`src/tcms_pkg.sv`:
```
package tcms_pkg;
   // Array geometry: 4 streams of 32 channels
   localparam int STREAM_W = 2;
   localparam int CHAN_W = 5;
   localparam int LOC_W = STREAM_W + CHAN_W;
   localparam int NUM_LOC = 128;
   localparam int NUM_STREAMS = 4;
   localparam int BYTE_W = 8;
   // High-half word fields
   localparam int HI_SRC_BIT = 2;
   localparam int HI_OE_BIT = 0;
   localparam logic [7:0] HI_STORED_MASK = 8'h05;
   // Low-half word fields
   localparam int LO_STREAM_MSB = 6;
   localparam int LO_STREAM_LSB = 5;
   localparam int LO_CHAN_MSB = 4;
   localparam int LO_CHAN_LSB = 0;
   // Processor-mode bit position in the control byte
   localparam int CTRL_PMODE_BIT = 6;
   localparam logic [7:0] ZERO_BYTE = 8'h00;
   localparam logic [6:0] ZERO_LOC = 7'h00;

   // Processor access to connection memory
   typedef enum logic [1:0] {
      TCMS_SEL_LOW = 2'b00,
      TCMS_SEL_HIGH = 2'b01,
      TCMS_SEL_NONE = 2'b10
   } tcms_sel_type;

   typedef struct packed {
      logic wr;
      tcms_sel_type sel;
      logic [6:0] loc;
      logic [7:0] data;
   } tcms_cpu_req_type;

   // One output slot: byte and driver enable for a location
   typedef struct packed {
      logic [7:0] data;
      logic drive;
      logic [6:0] loc;
   } tcms_slot_type;
endpackage

```
`src/tcms_route.sv`:
```
`timescale 1ns/1ps
// Decides source byte and driver enable for one connection word pair
module tcms_route (
   input wire logic [7:0] conn_mem_high, // High-half word of slot
   input wire logic [7:0] conn_mem_low, // Low-half word of slot
   input wire logic processor_mode_force, // Control bit 6
   input wire logic global_output_drive_en, // Global drive pin
   output logic literal, // Send low-half byte as is
   output logic [6:0] rx_index, // Received-data memory index
   output logic drive // Driver enable
);
   logic src_bit;
   logic oe_bit;

   // Forced mode reads both bits as one
   always_comb begin
      src_bit = conn_mem_high[tcms_pkg::HI_SRC_BIT]
         | processor_mode_force;
      oe_bit = conn_mem_high[tcms_pkg::HI_OE_BIT]
         | processor_mode_force;
      literal = src_bit;
      // Stream above channel gives the 128-entry index
      rx_index = {
         conn_mem_low[tcms_pkg::LO_STREAM_MSB:tcms_pkg::LO_STREAM_LSB],
         conn_mem_low[tcms_pkg::LO_CHAN_MSB:tcms_pkg::LO_CHAN_LSB]
      };
      drive = global_output_drive_en & oe_bit;
   end
endmodule // tcms_route

```
`src/tcms_output_select.sv`:
```
`timescale 1ns/1ps
// Contract
// - High-half bits 7..3 have no storage and read back as zero.
// - Source bit 1: transmit low-half byte unchanged on that channel.
// - Source bit 0: low-half word addresses received-data memory byte.
// - Per-channel enable acts only with drive pin high, mode bit clear.
// - Enable 1 drives the timeslot; 0 leaves it high-impedance.
// - Low-half bits 6..5 give source stream, bit 6 most significant.
// - Low-half bits 4..0 give source channel, bit 4 most significant.
// - Literal or processor mode sends all eight low-half bits.
// - Drive pin low holds every output high-impedance.
// - Processor mode acts as if source and enable bits were one.
module tcms_output_select (
   input wire logic mclk, // 250 MHz clock
   input wire logic rst_b, // Synchronous reset, low active
   input wire logic clk_en, // Freezes all state when low
   input wire logic global_output_drive_en, // Global drive pin
   input wire logic processor_mode_force, // Control bit 6
   input wire tcms_pkg::tcms_cpu_req_type cpu_req, // Processor access
   input wire logic cpu_req_valid, // Access strobe
   input wire logic [6:0] slot_loc, // Current output stream and channel
   input wire logic slot_valid, // Slot step strobe
   input wire logic rx_wr, // Received byte write strobe
   input wire logic [6:0] rx_wr_loc, // Received byte position
   input wire logic [7:0] rx_wr_data, // Received byte
   output logic [7:0] cpu_rd_data, // Read data
   output logic cpu_rd_valid, // Read data valid pulse
   output tcms_pkg::tcms_slot_type slot_out, // Output byte and enable
   output logic slot_out_valid // Output slot valid pulse
);
   // Hidden high bits are simply not stored
   logic [1:0] high_mem [tcms_pkg::NUM_LOC];
   logic [7:0] low_mem [tcms_pkg::NUM_LOC];
   logic [7:0] rx_mem [tcms_pkg::NUM_LOC];
   logic [7:0] cur_high;
   logic [7:0] cur_low;
   logic literal;
   logic drive;
   logic [6:0] rx_index;

   function automatic logic [7:0] high_word(input logic [1:0] s);
      high_word = tcms_pkg::ZERO_BYTE;
      high_word[tcms_pkg::HI_SRC_BIT] = s[1];
      high_word[tcms_pkg::HI_OE_BIT] = s[0];
   endfunction

   // Word pair for the current timeslot
   always_comb begin
      cur_high = high_word(high_mem[slot_loc]);
      cur_low = low_mem[slot_loc];
   end

   tcms_route u_route (
      .conn_mem_high(cur_high),
      .conn_mem_low(cur_low),
      .processor_mode_force(processor_mode_force),
      .global_output_drive_en(global_output_drive_en),
      .literal(literal),
      .rx_index(rx_index),
      .drive(drive)
   );

   // Connection memory writes; contents are undefined until programmed
   always_ff @(posedge mclk) begin
      if (clk_en && cpu_req_valid && cpu_req.wr) begin
         if (cpu_req.sel == tcms_pkg::TCMS_SEL_HIGH) begin
            high_mem[cpu_req.loc] <=
               {cpu_req.data[tcms_pkg::HI_SRC_BIT],
                cpu_req.data[tcms_pkg::HI_OE_BIT]};
         end
         if (cpu_req.sel == tcms_pkg::TCMS_SEL_LOW) begin
            low_mem[cpu_req.loc] <= cpu_req.data;
         end
      end
   end

   // Received-data memory fill
   always_ff @(posedge mclk) begin
      if (clk_en && rx_wr) begin
         rx_mem[rx_wr_loc] <= rx_wr_data;
      end
   end

   // Processor read path, one cycle latency
   always_ff @(posedge mclk) begin
      if (!rst_b) begin
         cpu_rd_data <= tcms_pkg::ZERO_BYTE;
         cpu_rd_valid <= 1'b0;
      end else if (clk_en) begin
         cpu_rd_valid <= cpu_req_valid && !cpu_req.wr;
         case (cpu_req.sel)
            tcms_pkg::TCMS_SEL_HIGH: begin
               cpu_rd_data <= high_word(high_mem[cpu_req.loc]);
            end
            tcms_pkg::TCMS_SEL_LOW: begin
               cpu_rd_data <= low_mem[cpu_req.loc];
            end
            default: begin
               cpu_rd_data <= tcms_pkg::ZERO_BYTE;
            end
         endcase
      end
   end

   // Read-path checks; a low-word read must not trip the hidden-bit check
   chk_high_read: assert property (
      @(posedge mclk) disable iff (!rst_b)
      (clk_en && cpu_req_valid && !cpu_req.wr
       && cpu_req.sel == tcms_pkg::TCMS_SEL_HIGH)
      |=> (cpu_rd_data & ~tcms_pkg::HI_STORED_MASK) == tcms_pkg::ZERO_BYTE)
      else $error("unstored high bits nonzero");

   chk_none_read: assert property (
      @(posedge mclk) disable iff (!rst_b)
      (clk_en && cpu_req_valid && !cpu_req.wr
       && cpu_req.sel == tcms_pkg::TCMS_SEL_NONE)
      |=> cpu_rd_data == tcms_pkg::ZERO_BYTE)
      else $error("unselected read not zero");

   chk_rd_pulse: assert property (
      @(posedge mclk) disable iff (!rst_b)
      clk_en |=> cpu_rd_valid == $past(cpu_req_valid && !cpu_req.wr))
      else $error("read valid pulse wrong");

   // Output stage; the byte stays raw when not driven, drive gates the pin
   always_ff @(posedge mclk) begin
      if (!rst_b) begin
         slot_out <= '0;
         slot_out_valid <= 1'b0;
      end else if (clk_en) begin
         slot_out_valid <= slot_valid;
         if (slot_valid) begin
            slot_out.loc <= slot_loc;
            slot_out.drive <= drive;
            if (literal) begin
               slot_out.data <= cur_low;
            end else begin
               slot_out.data <= rx_mem[rx_index];
            end
         end
      end
   end

   // Checks on the output stage
   chk_pin_low_quiet: assert property (
      @(posedge mclk) disable iff (!rst_b)
      (clk_en && slot_valid && !global_output_drive_en)
      |=> !slot_out.drive)
      else $error("output driven while drive pin low");

   chk_force_drive: assert property (
      @(posedge mclk) disable iff (!rst_b)
      (clk_en && slot_valid && global_output_drive_en
       && processor_mode_force) |=> slot_out.drive)
      else $error("processor mode did not drive");

   chk_force_literal: assert property (
      @(posedge mclk) disable iff (!rst_b)
      (clk_en && slot_valid && processor_mode_force)
      |=> slot_out.data == $past(cur_low))
      else $error("processor mode byte wrong");

   chk_oe_follow: assert property (
      @(posedge mclk) disable iff (!rst_b)
      (clk_en && slot_valid && global_output_drive_en
       && !processor_mode_force)
      |=> slot_out.drive == $past(cur_high[tcms_pkg::HI_OE_BIT]))
      else $error("enable bit not followed");

   chk_oe_zero: assert property (
      @(posedge mclk) disable iff (!rst_b)
      (clk_en && slot_valid && !processor_mode_force
       && !cur_high[tcms_pkg::HI_OE_BIT]) |=> !slot_out.drive)
      else $error("disabled slot driven");

   chk_oe_one: assert property (
      @(posedge mclk) disable iff (!rst_b)
      (clk_en && slot_valid && global_output_drive_en
       && !processor_mode_force && cur_high[tcms_pkg::HI_OE_BIT])
      |=> slot_out.drive)
      else $error("enabled slot not driven");

   chk_literal_byte: assert property (
      @(posedge mclk) disable iff (!rst_b)
      (clk_en && slot_valid && cur_high[tcms_pkg::HI_SRC_BIT])
      |=> slot_out.data == $past(cur_low))
      else $error("literal byte wrong");

   chk_switch_byte: assert property (
      @(posedge mclk) disable iff (!rst_b)
      (clk_en && slot_valid && !literal && !rx_wr)
      |=> slot_out.data == $past(rx_mem[rx_index]))
      else $error("switched byte wrong");

   // Index fields are held against the location geometry, not the route
   chk_index_form: assert property (
      @(posedge mclk) disable iff (!rst_b)
      rx_index[tcms_pkg::LOC_W-1:tcms_pkg::CHAN_W]
         == cur_low[tcms_pkg::LO_STREAM_MSB:tcms_pkg::LO_STREAM_LSB]
      && rx_index[tcms_pkg::CHAN_W-1:0]
         == cur_low[tcms_pkg::LO_CHAN_MSB:tcms_pkg::LO_CHAN_LSB])
      else $error("index order wrong");

   chk_slot_loc: assert property (
      @(posedge mclk) disable iff (!rst_b)
      (clk_en && slot_valid) |=> slot_out.loc == $past(slot_loc))
      else $error("slot location wrong");

   chk_slot_pulse: assert property (
      @(posedge mclk) disable iff (!rst_b)
      clk_en |=> slot_out_valid == $past(slot_valid))
      else $error("slot valid pulse wrong");

   // Between timeslots the serialiser relies on byte and enable staying put
   chk_slot_stands: assert property (
      @(posedge mclk) disable iff (!rst_b)
      !(clk_en && slot_valid) |=> $stable(slot_out))
      else $error("slot output moved without a request");

   chk_hold_frozen: assert property (
      @(posedge mclk) disable iff (!rst_b)
      !clk_en |=> $stable(slot_out_valid) && $stable(cpu_rd_valid)
         && $stable(cpu_rd_data))
      else $error("state moved with clock enable low");

   // No disable here, since reset itself is what is checked
   chk_reset_quiet: assert property (
      @(posedge mclk)
      !rst_b |=> slot_out == '0 && !slot_out_valid && !cpu_rd_valid
         && cpu_rd_data == tcms_pkg::ZERO_BYTE)
      else $error("outputs not cleared by reset");
endmodule // tcms_output_select

```
`config.mk`:
```
export PLATFORM = sky130hd
export DESIGN_NAME = tcms_output_select
export DESIGN_NICKNAME = d
export VERILOG_FILES = /design/src/tcms_pkg.sv /design/src/tcms_route.sv /design/src/tcms_output_select.sv
export SDC_FILE = /design/constraint.sdc
export NUM_CORES = 2
export LEC_CHECK = 0
export BUFFER_PORTS_ARGS = -buffer_cell sky130_fd_sc_hd__clkbuf_2
export CORE_MARGIN = 2
export CORE_UTILIZATION = 49
export DETAILED_ROUTE_END_ITERATION = 8
export HOLD_SLACK_MARGIN = 0.12
export PLACE_DENSITY = 0.67
export SYNTH_ARGS = -nofsm -noshare
export SYNTH_HDL_FRONTEND = slang
export SYNTH_SLANG_ARGS = --single-unit
```
`constraint.sdc`:
```
create_clock -name mclk -period 5.43 [get_ports mclk]
set_input_delay 0.2715 -clock mclk [delete_from_list [all_inputs] [get_ports mclk]]
set_output_delay 0.2715 -clock mclk [all_outputs]
set_load 0.02 [all_outputs]
```
==> metrics.md <==
| Metric | Value |
|---|---|
| EDFF count, synth | `2304` |
| Synth Flop Type | `edfxtp_1` |
| Hold wc startpoint | `slot_loc[3]` |
| Final min period | `5.26 ns` |
| Syn. warnings | `0` |
| ANT nets after route | `0` |
| WHS Path Cells | `4` |
| Clk buf depth | `3` |
| Commonest non-fill, non-tap cell in the layout | `edfxtp_1` |
| F_max | `about 190 MHz` |
| Routed WL per cell | `35.4 microns` |
| Overall Global Routing Usage | `0.325` |
| Reg-to-Reg Start | `low_mem[18][0]` |
| Yosys cell types | `81` |
| Pre-CTS setup slack | `-0.213 ns` |
| Rel. slew slack | `0.0531` |
| Leakage | `36.8 nW` |
| Initial Utilization | `0.494` |
| Post-DP Area | `0.106 sq mm` |
| Row count | `165` |
| WS Path Type | `input port to register` |
| CP required | `about 6.2 ns` |
| Async set-or-reset flop fraction in the synthesized netlist | `0` |
| Largest fanout on the critical path | `34` |
| Clk_lat worst skew | `0.89 ns` |
| Syn Area/Cell | `15.4 sq um` |
| Crit-path max cell delay | `0.59 ns` |
| Unrepaired setup endpoints after global routing | `no` |
| Pre-antenna DRT Iters | `8` |
| Die area | `0.208 sq mm` |
| Post-DP HPWL | `227000 microns` |
| Crit-path slowest cell | `nor2_4` |
| Final WS setup | `0.171 ns` |
| # DRC | `0` |
| Wirelength, routed | `344000 microns` |
| Power density over the cells | `between 300 and 400 mW/mm^2` |
| Post-synth net total | `~6.6k` |
| Mapped cell area | `0.100 sq mm` |
| First-pass GRT wire length | `between 400000 and 500000 microns` |
| Cts repair resizes | `0` |
| Ratio of cells with drive above 1 in the final layout | `0.181` |
| Die X | `456 microns` |
| Final period utilization | `0.969` |
| Seq cells post-synth | `2330` |
| Pins Over Slew Limit | `0` |
| CP endpoint kind | `register` |
| CTS tree | `built` |
| Crit-path cells | `dlygate4sd3_1 -> clkbuf_2 -> buf_12 -> nor2_1 -> a22oi_1 -> a2111oi_0 -> nor4_1 -> buf_4 -> nand3_1 -> nor2_4 -> buf_12 -> mux4_2 -> and2_0 -> a31oi_1 -> o22ai_1 -> nor4_1 -> o31ai_1` |
| Routability cong. | `1.02` |
| Worst Hold End | `slot_out[3]` |
| Vias in the first global route | `between 60k and 70k` |
| R2R Setup Slk | `0.27 ns` |
| Sequential share of the synthesized area | `0.697` |
| I/O Buffers | `73` |
| Syn Inst Count | `6512` |
| Number of DRC markers in iteration 0 | `11.2k` |
| VDD IR max | `0.325 mV` |
| CTS Root Cell | `clkbuf_16` |
| Hold_buf cts | `33` |
| I/O Pins | `74` |
| Die Ht | `456 microns` |
| Vias per inst | `6.97` |
| Worst-Margin Slew | `roughly 1.4 ns` |
| Vias | `67.7k` |
| CP startpoint | `slot_loc[5]` |
| Setup-failing EPs final | `0` |
| Worst hold path class | `input port to register` |
| Area grow syn2layout | `13.7%` |
| Clock-pin slew on the worst setup and hold paths | `0.06 ns` |
| Most frequent cells in the layout | `2304 x edfxtp_1, 750 x nand2_1, 566 x a22oi_1` |
| Core footprint | `0.203 sq mm` |
| Largest net degree at the start of global routing | `around 110` |
| Total number of H-tree levels | `4` |
| Hold Violations, Final | `0` |
| Clk_skew | `between 0.07 and 0.08 ns` |
| Fill cells | `15.6k` |
| Crit path launch type | `input port` |
| WP data arrival | `approximately 6.0 ns` |
| Post-CTS setup buffer count | `0` |
| Fin area | `approximately 0.11 sq mm` |
| Final net count | `6884` |
| CTS sink count | `2330` |
| Max cap viols | `0` |
| Status | `complete, no violations` |
| CTS Buf Count | `between 200 and 250` |
| Initial antenna violation count | `16` |
| Grt total ovfl | `0` |
| Depth of the most critical reg-to-reg path | `14` |
| RR Endpoint | `slot_out[12]` |
## power breakdown
part,total [mW],switching [mW],internal (mW)
Combinational,4.40,2.98,1.42
Clock,15.9,6.97,8.94
Sequential,19.8,0.0191,19.8
## layer usage
metal  track usage  share of wire
met1         0.407           0.34
met2         0.494           0.45
met3        0.0856           0.13
met4         0.228          0.083
met5             0        0.00056
## Yosys cell counts (18+ instances only)
master	number	area (sq um)
nor2_1	459	1720
buf_2	101	505
a21boi_0	18	135
a41oi_1	47	412
o22ai_1	23	144
a21oi_1	64	320
o21ai_0	38	190
a22oi_1	566	4250
edfxtp_1	2304	69200
clkbuf_1	247	927
nor4_1	32	200
dfxtp_1	26	521
nand4_1	74	463
nor2b_1	30	188
mux2i_1	317	3170
buf_4	36	270
a221oi_1	89	780
nand3_1	350	1750
a22o_1	90	788
and3_1	39	244
a31oi_1	81	507
buf_1	84	315
a32oi_1	24	210
a211oi_1	22	165
mux4_2	346	7790
nand2_1	760	2850
## area by class of cell
cell class              count  area [sq um]  area share
inverters                  14          52.6    0.000462
multi-input cells        3681         28200       0.248
clock inverters           131          1410      0.0124
well taps                2672          3340      0.0294
flip-flops and latches   2330         69700       0.612
clock buffers             294          6060      0.0532
diodes                      8          20.0    0.000176
repair buffers            580          5010      0.0440
## sequential cells by signal, indices dropped and copies added, names as in the netlist
register,flops
high_mem,256
rx_mem,1024
cpu_rd_data,8
slot_out,16
cpu_rd_valid,1
slot_out_valid,1
low_mem,1024
## critical path, delay by kind of cell
family	cells	cell delay [ns]
AOI/OAI and AO/OA	5	1.33
buffers and inverters	5	1.62
muxes	1	0.54
and+or+nand+nor	6	2.17
## how the worst max path moves through the flow
stage | cells after the start | slack (ns) | endpoint
after floorplan | 14 | 1.26 | slot_out[15]
after global placement | 16 | -0.16 | slot_out[12]
after detailed placement | 16 | -0.21 | slot_out[12]
after CTS | 17 | 0.38 | slot_out[12]
after global routing | 17 | 0.24 | slot_out[12]
final | 17 | 0.17 | slot_out[12]
## stage by stage
stage          setup TNS [ns]  instances   util  total power [mW]  hold WS (ns)
6_report                    0       9710  0.562              40.1         0.222
3_5_place_dp           -0.300       9243  0.523              24.4         0.464
3_3_place_gp           -0.459       9243  0.523              24.4         0.460
4_1_cts                     0       9701  0.562              40.0         0.153
2_1_floorplan               0       6512      -              22.4         0.370
5_1_grt                     0       9703  0.562              41.0         0.204
## cell families (layout without fill, tap and decap cells)
| logic type | Yosys count | in the layout | synth area share |
|---|---|---|---|
| other cells | 0 | 8 | 0 |
| flops | 2330 | 2330 | 0.697 |
| compound gates | 1171 | 1171 | 0.0885 |
| mux | 680 | 680 | 0.111 |
| buf+inv | 501 | 1019 | 0.0230 |
| simple gates | 1830 | 1830 | 0.0804 |
(Power assumes the default switching activity.)
